$ cat src/logic/addr_filter_pkg.sv
// package: register map, reset values, load layout and filter structs for the address filter
package addr_filter_pkg;
    // printed offsets are not all multiples of four, so they are indices
    localparam logic [3:0]  IDX_STATION_ADDRESS_HIGH = 4'h2;
    localparam logic [3:0]  IDX_STATION_ADDRESS_LOW  = 4'h3;
    localparam logic [3:0]  IDX_GROUP_HASH_UPPER     = 4'h4;
    localparam logic [3:0]  IDX_GROUP_HASH_LOWER     = 4'h5;
    localparam logic [3:0]  IDX_FILTER_CONTROL       = 4'h9;  // pass-all-multicast + load status
    // reset values
    localparam logic [31:0] RST_STATION_ADDRESS_HIGH = 32'h0000ffff;
    localparam logic [31:0] RST_STATION_ADDRESS_LOW  = 32'h0fffffff;
    localparam logic [31:0] RST_GROUP_HASH           = 32'h00000000;
    // field positions
    localparam int          ADDR_HIGH_USED_BITS      = 16;
    localparam int          CTRL_PASS_ALL_BIT        = 0;
    localparam int          CTRL_INIT_DONE_BIT       = 8;
    localparam int          CTRL_LOADED_BIT          = 9;
    // serial store byte addresses of the station address
    localparam logic [7:0]  EE_FIRST_ADDR_BYTE       = 8'h01;
    localparam logic [7:0]  EE_LAST_ADDR_BYTE        = 8'h06;
    // axi responses
    localparam logic [1:0]  RESP_OKAY                = 2'b00;
    localparam logic [1:0]  RESP_SLVERR              = 2'b10;
    localparam logic [31:0] CRC_POLY_REFLECTED       = 32'hedb88320;

    // one byte from the power-on loader
    typedef struct packed {
        logic       valid;
        logic [7:0] addr;
        logic [7:0] data;
    } ee_byte_t;

    // one received destination byte
    typedef struct packed {
        logic       valid;
        logic       first;
        logic [7:0] data;
    } rx_byte_t;

    // filter verdict for the frame
    typedef struct packed {
        logic valid;
        logic station_match;
        logic group;
        logic accept;
    } verdict_t;
endpackage

$ cat src/logic/station_address_hash_filter.sv
// station address, group hash table and multicast accept logic behind an axi4-lite slave
//
// Register access over AXI4-Lite was left to the implementer.
`timescale 1ns/1ps
`default_nettype none

// Functional notes
// - high register holds address 47:32, resets 0000ffff
// - low register holds address 31:0
// - load address from programmed store at power-on
// - store bytes 1..4 fill low register
// - store bytes 5,6 fill high register
// - first wire byte matches low bits 7:0
// - host writes address after initialisation only
// - two 32-bit words form 64-entry hash
// - index msb picks word, rest picks bit
// - hash bit one accepts, zero rejects
// - pass-all-multicast accepts every group frame
module station_address_hash_filter
    import addr_filter_pkg::*;
(
    input  wire logic        aclk,
    input  wire logic        aresetn,
    // axi4-lite slave
    input  wire logic [31:0] s_axi_awaddr,
    input  wire logic        s_axi_awvalid,
    output var  logic        s_axi_awready,
    input  wire logic [31:0] s_axi_wdata,
    input  wire logic [3:0]  s_axi_wstrb,
    input  wire logic        s_axi_wvalid,
    output var  logic        s_axi_wready,
    output var  logic [1:0]  s_axi_bresp,
    output var  logic        s_axi_bvalid,
    input  wire logic        s_axi_bready,
    input  wire logic [31:0] s_axi_araddr,
    input  wire logic        s_axi_arvalid,
    output var  logic        s_axi_arready,
    output var  logic [31:0] s_axi_rdata,
    output var  logic [1:0]  s_axi_rresp,
    output var  logic        s_axi_rvalid,
    input  wire logic        s_axi_rready,
    // power-on loader (same clock)
    input  wire ee_byte_t    ee_byte,
    input  wire logic        ee_programmed,
    input  wire logic        ee_done,
    // received destination bytes
    input  wire rx_byte_t    rx_byte,
    output var  verdict_t    verdict
);
    // registers
    logic [15:0] addr_high_r;      // address 47:32
    logic [31:0] addr_low_r;       // address 31:0
    logic [31:0] hash_upper_r;     // hash entries 63:32
    logic [31:0] hash_lower_r;     // hash entries 31:0
    logic        pass_all_r;       // pass_all_multicast
    logic        init_done_r;      // power-on load finished
    logic        loaded_r;         // address came from the store

    // axi handshake state
    logic        aw_held_r;        // write address captured
    logic [31:0] aw_addr_r;
    logic        w_held_r;         // write data captured
    logic [31:0] w_data_r;
    logic [3:0]  w_strb_r;
    logic        wr_fire;          // both halves present, no response pending
    logic [3:0]  wr_idx;
    logic        wr_hit;
    logic [3:0]  rd_idx;

    assign wr_fire = aw_held_r && w_held_r && !s_axi_bvalid;
    assign wr_idx  = aw_addr_r[5:2];
    assign rd_idx  = s_axi_araddr[5:2];
    // upper address bits must be zero for a hit
    assign wr_hit  = (aw_addr_r[31:6] == 26'h0) && (aw_addr_r[1:0] == 2'b00);

    // byte-merge helper honouring wstrb
    function automatic logic [31:0] merge(input logic [31:0] old, input logic [31:0] nw,
                                          input logic [3:0] strb);
        logic [31:0] res;
        res = old;
        for (int i = 0; i < 4; i++) begin
            if (strb[i]) begin
                res[i*8 +: 8] = nw[i*8 +: 8];
            end
        end
        return res;
    endfunction

    // write address channel: accept one and hold until the response is issued
    always_ff @(posedge aclk) begin
        if (!aresetn) begin
            aw_held_r <= 1'b0;
            aw_addr_r <= 32'h0;
        end else if (s_axi_awvalid && s_axi_awready) begin
            aw_held_r <= 1'b1;
            aw_addr_r <= s_axi_awaddr;
        end else if (wr_fire) begin
            aw_held_r <= 1'b0;
        end
    end

    // write data channel, independent of address order
    always_ff @(posedge aclk) begin
        if (!aresetn) begin
            w_held_r <= 1'b0;
            w_data_r <= 32'h0;
            w_strb_r <= 4'h0;
        end else if (s_axi_wvalid && s_axi_wready) begin
            w_held_r <= 1'b1;
            w_data_r <= s_axi_wdata;
            w_strb_r <= s_axi_wstrb;
        end else if (wr_fire) begin
            w_held_r <= 1'b0;
        end
    end

    // ready is registered: high while the channel slot is empty
    always_ff @(posedge aclk) begin
        if (!aresetn) begin
            s_axi_awready <= 1'b0;
            s_axi_wready  <= 1'b0;
        end else begin
            s_axi_awready <= !(aw_held_r || (s_axi_awvalid && s_axi_awready)) || wr_fire;
            s_axi_wready  <= !(w_held_r || (s_axi_wvalid && s_axi_wready)) || wr_fire;
        end
    end

    // write response; unmapped or early address writes answer slverr
    always_ff @(posedge aclk) begin
        if (!aresetn) begin
            s_axi_bvalid <= 1'b0;
            s_axi_bresp  <= RESP_OKAY;
        end else if (wr_fire) begin
            s_axi_bvalid <= 1'b1;
            if (!wr_hit) begin
                s_axi_bresp <= RESP_SLVERR;
            end else begin
                case (wr_idx)
                    IDX_STATION_ADDRESS_HIGH,
                    IDX_STATION_ADDRESS_LOW:
                        s_axi_bresp <= init_done_r ? RESP_OKAY : RESP_SLVERR;
                    IDX_GROUP_HASH_UPPER,
                    IDX_GROUP_HASH_LOWER,
                    IDX_FILTER_CONTROL:
                        s_axi_bresp <= RESP_OKAY;
                    default:
                        s_axi_bresp <= RESP_SLVERR;
                endcase
            end
        end else if (s_axi_bready) begin
            s_axi_bvalid <= 1'b0;
        end
    end

    // station address: power-on load first, host writes after initialisation
    always_ff @(posedge aclk) begin
        if (!aresetn) begin
            addr_high_r <= RST_STATION_ADDRESS_HIGH[15:0];
            addr_low_r  <= RST_STATION_ADDRESS_LOW;
        end else if (!init_done_r) begin
            // load only from a programmed store
            if (ee_byte.valid && ee_programmed) begin
                case (ee_byte.addr)
                    8'h01: addr_low_r[7:0]    <= ee_byte.data;
                    8'h02: addr_low_r[15:8]   <= ee_byte.data;
                    8'h03: addr_low_r[23:16]  <= ee_byte.data;
                    8'h04: addr_low_r[31:24]  <= ee_byte.data;
                    8'h05: addr_high_r[7:0]   <= ee_byte.data;
                    8'h06: addr_high_r[15:8]  <= ee_byte.data;
                    default: ;                                 // other store bytes are not ours
                endcase
            end
        end else if (wr_fire && wr_hit) begin
            if (wr_idx == IDX_STATION_ADDRESS_HIGH) begin
                // reserved upper half is dropped
                addr_high_r <= 16'(merge({16'h0, addr_high_r}, w_data_r, w_strb_r));
            end
            if (wr_idx == IDX_STATION_ADDRESS_LOW) begin
                addr_low_r <= merge(addr_low_r, w_data_r, w_strb_r);
            end
        end
    end

    // initialisation tracking
    always_ff @(posedge aclk) begin
        if (!aresetn) begin
            init_done_r <= 1'b0;
            loaded_r    <= 1'b0;
        end else if (!init_done_r && ee_done) begin
            init_done_r <= 1'b1;
            loaded_r    <= ee_programmed;
        end
    end

    // hash table and control, writable at any time
    always_ff @(posedge aclk) begin
        if (!aresetn) begin
            hash_upper_r <= RST_GROUP_HASH;
            hash_lower_r <= RST_GROUP_HASH;
            pass_all_r   <= 1'b0;
        end else if (wr_fire && wr_hit) begin
            case (wr_idx)
                IDX_GROUP_HASH_UPPER: hash_upper_r <= merge(hash_upper_r, w_data_r, w_strb_r);
                IDX_GROUP_HASH_LOWER: hash_lower_r <= merge(hash_lower_r, w_data_r, w_strb_r);
                IDX_FILTER_CONTROL:   if (w_strb_r[0]) pass_all_r <= w_data_r[CTRL_PASS_ALL_BIT];
                default: ;
            endcase
        end
    end

    // read channel: one read at a time, data one cycle after address
    always_ff @(posedge aclk) begin
        if (!aresetn) begin
            s_axi_arready <= 1'b0;
            s_axi_rvalid  <= 1'b0;
            s_axi_rdata   <= 32'h0;
            s_axi_rresp   <= RESP_OKAY;
        end else if (s_axi_arvalid && s_axi_arready) begin
            s_axi_arready <= 1'b0;
            s_axi_rvalid  <= 1'b1;
            s_axi_rresp   <= RESP_OKAY;
            if ((s_axi_araddr[31:6] != 26'h0) || (s_axi_araddr[1:0] != 2'b00)) begin
                s_axi_rdata <= 32'h0;
                s_axi_rresp <= RESP_SLVERR;
            end else begin
                case (rd_idx)
                    IDX_STATION_ADDRESS_HIGH: s_axi_rdata <= {16'h0, addr_high_r};
                    IDX_STATION_ADDRESS_LOW:  s_axi_rdata <= addr_low_r;
                    IDX_GROUP_HASH_UPPER:     s_axi_rdata <= hash_upper_r;
                    IDX_GROUP_HASH_LOWER:     s_axi_rdata <= hash_lower_r;
                    IDX_FILTER_CONTROL:       s_axi_rdata <= {22'h0, loaded_r, init_done_r, 7'h0, pass_all_r};
                    default: begin
                        s_axi_rdata <= 32'h0;
                        s_axi_rresp <= RESP_SLVERR;
                    end
                endcase
            end
        end else if (s_axi_rvalid) begin
            if (s_axi_rready) begin
                s_axi_rvalid  <= 1'b0;
                s_axi_arready <= 1'b1;
            end
        end else begin
            s_axi_arready <= 1'b1;
        end
    end

    // receive side: six destination bytes, compared and hashed one per beat
    logic [2:0]  rx_cnt_r;     // bytes seen of this destination
    logic [31:0] crc_r;        // running crc over destination
    logic        match_r;      // all bytes so far equal station address
    logic        group_r;      // group bit of first byte
    logic [7:0]  want_byte;
    logic [2:0]  pos;
    logic [31:0] crc_seed;
    logic [31:0] crc_next;
    logic [5:0]  hash_idx;
    logic        hash_bit;

    assign pos = rx_byte.first ? 3'd0 : rx_cnt_r;

    // byte n on the wire is byte n of {high,low} counting from low bit 7:0
    always_comb begin
        case (pos)
            3'd0:    want_byte = addr_low_r[7:0];
            3'd1:    want_byte = addr_low_r[15:8];
            3'd2:    want_byte = addr_low_r[23:16];
            3'd3:    want_byte = addr_low_r[31:24];
            3'd4:    want_byte = addr_high_r[7:0];
            default: want_byte = addr_high_r[15:8];
        endcase
    end

    // reflected crc-32, lsb first as on the wire
    always_comb begin
        crc_seed = rx_byte.first ? 32'hffffffff : crc_r;
        crc_next = crc_seed;
        for (int b = 0; b < 8; b++) begin
            crc_next = (crc_next[0] ^ rx_byte.data[b]) ?
                       ((crc_next >> 1) ^ CRC_POLY_REFLECTED) : (crc_next >> 1);
        end
    end

    // top six bits of the final crc pick the entry; msb picks the word
    assign hash_idx = crc_next[31:26];
    assign hash_bit = hash_idx[5] ? hash_upper_r[hash_idx[4:0]]
                                  : hash_lower_r[hash_idx[4:0]];

    // track the destination and emit a verdict after the sixth byte
    always_ff @(posedge aclk) begin
        if (!aresetn) begin
            rx_cnt_r <= 3'd0;
            crc_r    <= 32'hffffffff;
            match_r  <= 1'b0;
            group_r  <= 1'b0;
            verdict  <= '0;
        end else begin
            verdict.valid <= 1'b0;
            if (rx_byte.valid && (rx_byte.first || rx_cnt_r != 3'd0)) begin
                crc_r    <= crc_next;
                match_r  <= (rx_byte.first || match_r) && (rx_byte.data == want_byte);
                if (rx_byte.first) begin
                    group_r <= rx_byte.data[0];
                end
                rx_cnt_r <= (pos == 3'd5) ? 3'd0 : pos + 3'd1;
                if (pos == 3'd5) begin
                    verdict.valid         <= 1'b1;
                    verdict.station_match <= match_r && (rx_byte.data == want_byte);
                    verdict.group         <= group_r;
                    // hash applies to group destinations only
                    verdict.accept        <= group_r ? (pass_all_r || hash_bit)
                                                     : (match_r && (rx_byte.data == want_byte));
                end
            end
        end
    end
endmodule
`default_nettype wire
$ cat config.mk
export PLATFORM = sky130hd
export DESIGN_NAME = station_address_hash_filter
export DESIGN_NICKNAME = d
export VERILOG_FILES = /design/src/logic/addr_filter_pkg.sv /design/src/logic/station_address_hash_filter.sv
export SDC_FILE = /design/constraint.sdc
export NUM_CORES = 1
export LEC_CHECK = 0
export CORE_MARGIN = 2
export CORE_UTILIZATION = 40
export DETAILED_ROUTE_END_ITERATION = 10
export DONT_BUFFER_PORTS = 1
export HOLD_SLACK_MARGIN = 0.02
export MAX_ROUTING_LAYER = met4
export SLEW_MARGIN = 25
export SYNTH_ARGS = -nofsm -noshare
export SYNTH_HDL_FRONTEND = slang
export SYNTH_SLANG_ARGS = --single-unit
$ cat constraint.sdc
create_clock -name aclk -period 2.84 [get_ports aclk]
set_input_delay 0.284 -clock aclk [delete_from_list [all_inputs] [get_ports aclk]]
set_output_delay 0.284 -clock aclk [all_outputs]
set_load 0.05 [all_outputs]
Word-level counts from Yosys, hierarchy flattened
Index checks and enable logic that the tools add are counted.

storage, ports and cells
  bits in registers = 267
  input port bits = 136
  word-level logic and storage cells = 203

cells by class
  $add $sub $neg = 1
  magnitude comparators = 1
  equal/unequal tests = 30
  multiplexer cells = 54
  bitwise operators = 17
  reductions and logical operators = 62

operators with widths
  kind                                                                     count
  32-bit two-way mux                                                       14
  32-bit case mux with 5 select lines                                      1
  13-bit NOT with 14-bit output                                            8
  8-bit two-way mux                                                        10
  16-bit two-way mux                                                       4
  8-bit case mux with 5 select lines                                       1
  5-bit AND reduction                                                      6
  3-bit AND reduction                                                      9
  26-bit zero test                                                         1
  26-bit nonzero test                                                      1
  8-bit by 3-bit == test with 1-bit output, second input constant          3
  2-bit nonzero test                                                       11
  4-bit by 2-bit == test with 1-bit output, second input constant          4
  4-bit by 3-bit == test with 1-bit output, second input constant          4
  8-bit by 2-bit == test with 1-bit output, second input constant          2
  2-bit by 1-bit inequality test with 1-bit output, second input constant  8
  1-bit two-way mux                                                        14
  1-bit logical AND                                                        12
  1-bit binary-select mux with 5-bit select                                2
  4-bit == test, second input constant                                     2
  8-bit by 1-bit == test with 1-bit output, second input constant          1
  8-bit == test                                                            1
  1-bit logical OR                                                         8
  2-bit two-way mux                                                        4
  other kinds (18)                                                         34

Longest topological paths before layout
  depth in word-level cells = 23
  gate-level depth with buffers = 17

Worst setup path before layout
OpenSTA, ideal clock, no wires.

  path type = register to register
  start = reg rx_cnt_r[1]
  end = reg verdict[0] (netlist name)
  library setup time = 0.092 ns
  arrival = 2.957 ns
  required time = 2.748 ns
  path slack = -0.209 ns
  cell stages (with the launch flop) = 17
  period minus slack after synthesis = 3.049 ns
  cell sequence = dfxtp_1 > clkbuf_1 > clkbuf_1 > and3_1 > ha_1 > buf_1 > nor2_1 > nand2_1 > clkbuf_1 > nand4_1 > o21ai_0 > xor2_1 > nand4_1 > nor4_1 > and2_1 > nor2_1 > o32ai_1

on the way
  cells in the longest elaborated chain, start to end = 6
  elaborated cells on any way between the ends = 15
  those cells by class = eq/ne: 6; mux: 3; reduce/logical: 6

ends and longest elaborated chain
  element                                RTL line                            text
  from (decl)                            station_address_hash_filter.sv:249  logic [2:0] rx_cnt_r;
  from (signal assigned)                 station_address_hash_filter.sv:305  rx_cnt_r <= (pos == 3'd5) ? 3'd0 : pos + 3'd1;
  3-bit two-way mux                      station_address_hash_filter.sv:260  assign pos = rx_byte.first ? 3'd0 : rx_cnt_r;
  3-bit == test (tied with other cells)  station_address_hash_filter.sv:264  case (pos)
  8-bit case mux with 5 select lines     station_address_hash_filter.sv:264
  8-bit == test                          station_address_hash_filter.sv:312  : (match_r && (rx_byte.data == want_byte));
  1-bit logical AND                      station_address_hash_filter.sv:312
  1-bit two-way mux                      station_address_hash_filter.sv:311  verdict.accept <= group_r ? (pass_all_r || hash_bit)
  to (decl)                              station_address_hash_filter.sv:48   output var verdict_t verdict

Parallel ways exist; a longest one is shown, timed or not.
A chain may end at the register's enable or synchronous reset.

Final worst setup path
  start = reg crc_r[2]
  end = reg verdict[0] (netlist name)

on the way
  cells in the longest elaborated chain, start to end = 19
  elaborated cells on any way between the ends = 21
  those cells by class = mux: 15; bitwise: 5; reduce/logical: 1

ends and longest elaborated chain
  element                                                       RTL line                                                                text
  from (decl)                                                   station_address_hash_filter.sv:250                                      logic [31:0] crc_r;
  from (signal assigned)                                        station_address_hash_filter.sv:300                                      crc_r <= crc_next;
  32-bit two-way mux (*)                                        station_address_hash_filter.sv:276                                      crc_seed = rx_byte.first ? 32'hffffffff : crc_r;
  32-bit two-way mux (*) (2 in series)                          station_address_hash_filter.sv:279                                      crc_next = (crc_next[0] ^ rx_byte.data[b]) ?
  1-bit XOR (*)                                                 station_address_hash_filter.sv:279
  32-bit two-way mux (*)                                        station_address_hash_filter.sv:279
  13-bit NOT with 14-bit output (no line)                       n/a
  32-bit two-way mux (*)                                        station_address_hash_filter.sv:279
  13-bit NOT with 14-bit output (no line)                       n/a
  32-bit two-way mux (*) (2 in series)                          station_address_hash_filter.sv:279
  13-bit NOT with 14-bit output (no line)                       n/a
  32-bit two-way mux (*)                                        station_address_hash_filter.sv:279
  13-bit NOT with 14-bit output (no line)                       n/a
  32-bit two-way mux (*)                                        station_address_hash_filter.sv:279
  1-bit binary-select mux with 5-bit select (on tied branches)  station_address_hash_filter.sv:287, station_address_hash_filter.sv:286
  1-bit two-way mux (on tied branches)                          station_address_hash_filter.sv:287, station_address_hash_filter.sv:286
  1-bit two-way mux (*)                                         station_address_hash_filter.sv:286                                      assign hash_bit = hash_idx[5] ? hash_upper_r[hash_idx[4:0]]
  1-bit logical OR (*)                                          station_address_hash_filter.sv:311
  1-bit two-way mux (*)                                         station_address_hash_filter.sv:311

Mark *: on every way between the ends. The rest lies on a longest branch, timed or not. The select of a mux whose other input is x is not followed.

==> out/results.txt <==
most frequent cells in the layout: nand2_1 (335), dfxtp_1 (261), dlygate4sd3_1 (138), a21boi_0 (116), buf_4 (77)
antenna violations before repair: 0
R2R Path End: verdict[0]
Register Area: 5310 um2
PD cells: 629 nW/um2
port bufs: 0
# IOs: 181
ys async rst share: 0%
Primary FF master, synth: dfxtp_1
CTS clk-pin slew, worst paths: 0.06 ns
setup TNS: -0.126 ns
critical path required time: 3.27 ns
P&R area growth vs syn: 25.3%
vias per cell: 5.51
CTS tree: yes
Layout Nets: 1816
crit path launch: crc_r[2]
clock latency on the worst-skew pair: 0.56 ns
pin count of the biggest net entering global routing: 180
num rows: 66
Core Box Area: 32400 um2
FMAX: 0.337 GHz
Post-Syn Area: 13100 um2
Post-Place Setup Slack: -0.120 ns
fillers: 3150
internal reg-to-reg setup slack: -0.13 ns
DIE HEIGHT: 185 um
ant diodes: 0
CTS sink count: 265
H-tree Lvls: 1
Initial Utilization: 40.4%
Worst Setup End Kind: flop
Critical Path AT: 3.39 ns
outcome: complete, but fails checks
Reg2Reg Depth: 11
FF-to-FF Start: crc_r[2]
P_leak: 6.13 nW
routed via count: 11800
Worst Path Max Fanout: 5
Post-synth EDFFs: 0
Multi-input gate area: 7330 um2
drt wl/cell: 20.5 um
Final Critical Period: 2.97 ns
Final Core Density: 50.6%
die area: 34100 um2
synthesized instance count: 1546
first-pass GRT wire length: 66600 um
placed cells: 1935
drt first pass iters: 7
Finished Layout Cells: 2144
dpl hpwl: 30200 um
failing checks: setup timing
peak supply drop: 0.000429 V
library cells used by synthesis: 67
root buffer cell: clkbuf_16
vias in the first global route: 11300
Routability Congestion: 0.934
Tot GR Track Use: 26.1%
most common cell after layout, fill and taps aside: nand2_1
Final period util: 104%
Max Slew Vio Count: 0
Final setup viols: 1
Synthesis Warnings: 0
startpoint types: flop
FF+latch count, synth: 265
CP Class: flop to flop
RSZ-0062 raised after global routing: yes
ANT nets after route: 0
GRT overflow: 0
final hold vios: 0
Inserted Clock Buffers: 30
syn avg cell area: 8.45 um2
drc violations: 0
max-cap violation count: 0
Slew headroom: 42.3%
Slew @ Worst Pin: 0.866 ns
final worst slack: -0.126 ns
maximum clock insertion buffer count: 3
Hold WC Path Type: primary input to flop
final WL: 43900 um
clk_skew: 0.0108 ns
Worst Setup EP: verdict[0]
DIE WIDTH: 185 um
layout cells sized above 1: 11.2%
number of DRC markers in iteration 0: 1164
post-synthesis sequential area ratio: 40.6%
==> area by class of cell <==
class | count | area share [%]
tap | 442 | 3.38
clock buffer | 40 | 5.06
timing repair buffer | 224 | 12.9
multi-input combinational | 1145 | 44.8
sequential | 265 | 32.4
clock inverter | 15 | 1.09
inverter | 13 | 0.298
==> how the worst min path moves through the flow <==
stage          startpoint  slack [ns]             end  depth (start not counted)
6_report       rx_byte[9]        0.04      verdict[0]                          3
5_1_grt        rx_byte[0]        0.06       crc_r[16]                          3
3_5_place_dp      aresetn        0.37   addr_low_r[9]                          1
4_1_cts        rx_byte[9]        0.02     rx_cnt_r[1]                          4
3_3_place_gp      aresetn        0.39  addr_low_r[21]                          1
2_1_floorplan     ee_done        0.39     init_done_r                          1
==> cells in the mapped netlist (4+ instances only) <==
library cell / n / area [um2]
and2_1: 9 / 56.3
a222oi_1: 25 / 250
nand3b_1: 5 / 37.5
a31oi_1: 4 / 25.0
o22ai_1: 5 / 31.3
nor3_1: 13 / 65.1
a21boi_0: 116 / 871
nor4_1: 21 / 131
a21oi_1: 31 / 155
a221oi_1: 16 / 140
inv_1: 13 / 48.8
buf_6: 7 / 78.8
nor2b_1: 47 / 294
buf_1: 6 / 22.5
a21o_1: 4 / 30.0
a32o_1: 5 / 50.1
o21a_1: 5 / 37.5
and3b_1: 5 / 43.8
buf_4: 10 / 75.1
clkbuf_1: 99 / 372
o21ai_0: 71 / 355
xor2_1: 22 / 193
and3_1: 7 / 43.8
nand2_1: 341 / 1280
nor3b_1: 4 / 30.0
nand2b_1: 8 / 50.1
o211ai_1: 53 / 398
xnor2_1: 73 / 639
nand3_1: 53 / 265
xnor2_2: 4 / 65.1
nor2_1: 57 / 214
a2111oi_0: 4 / 35.0
a22o_1: 14 / 123
dfxtp_1: 265 / 5310
nand4_1: 17 / 106
mux2i_1: 56 / 561
==> kinds of logic (layout without fill, tap and decap cells) <==
kind of cell | after synthesis | in the layout | share of synthesized area [%]
compound gates | 370 | 370 | 20.2
xor+xnor | 103 | 103 | 7.60
fa+ha+maj | 2 | 2 | 0.172
buf+inv | 137 | 292 | 4.64
flops | 265 | 265 | 40.6
mux | 64 | 64 | 5.58
other cells | 1 | 2 | 0.0287
simple gates | 604 | 604 | 21.2
==> timing repair <==
action,4_1_cts,5_1_grt
endpoints found under the hold margin,234,0
resized for setup,4,49
hold buffers,139,0
cloned,0,1
pin swaps,0,20
buffers inserted,1,16
endpoints found under the setup margin,1,35
==> per-stage QoR <==
step                total power, mW  hold slack [ns]  cell area (um2)
floorplan                      5.55            0.394            13100
global placement               6.02            0.394            13700
detailed placement             6.03            0.373            13700
CTS                            10.2           0.0225            16100
global route                   10.7           0.0626            16400
finish                         10.3           0.0374            16400
==> sequential cells by signal, indices dropped and copies added (netlist names), 3 cells and up <==
signal	count
addr_low_r	32
verdict	4
w_strb_r	4
aw_addr_r	32
w_data_r	32
hash_lower_r	32
hash_upper_r	32
crc_r	32
addr_high_r	16
s_axi_rdata	32
rx_cnt_r	3
==> metal layers <==
| layer | vias up | part of all wire, % | routed length, um | track usage (%) |
|---|---|---|---|---|
| met2 | 437 | 45 | 19900 | 41.2 |
| met5 | - | 0 | 0 | - |
| li1 | 5702 | - | - | - |
| met1 | 5578 | 44 | 19500 | 34.8 |
| met3 | 107 | 6.2 | 2730 | 3.16 |
| met4 | 0 | 4.2 | 1850 | 8.76 |
==> worst max-delay path, stage by stage (launching register included) <==
cell and delay, ns:
dfxtp_2 0.33, nor2_4 0.13, xnor2_4 0.14, xnor3_1 0.35, xnor3_2 0.46, buf_12 0.12
buf_4 0.10, mux4_2 0.49, a22oi_2 0.15, a221oi_2 0.11, nor4_4 0.34, o32ai_2 0.12
==> power breakdown <==
part	leakage, nW	switching [mW]	internal, mW	total, mW
clock network	0.491	1.63	2.33	3.95
registers	2.15	0.160	3.86	4.02
logic	3.49	1.15	1.17	2.32
total	6.13	2.94	7.36	10.3
No activity file was read; power rests on OpenSTA's default activity.
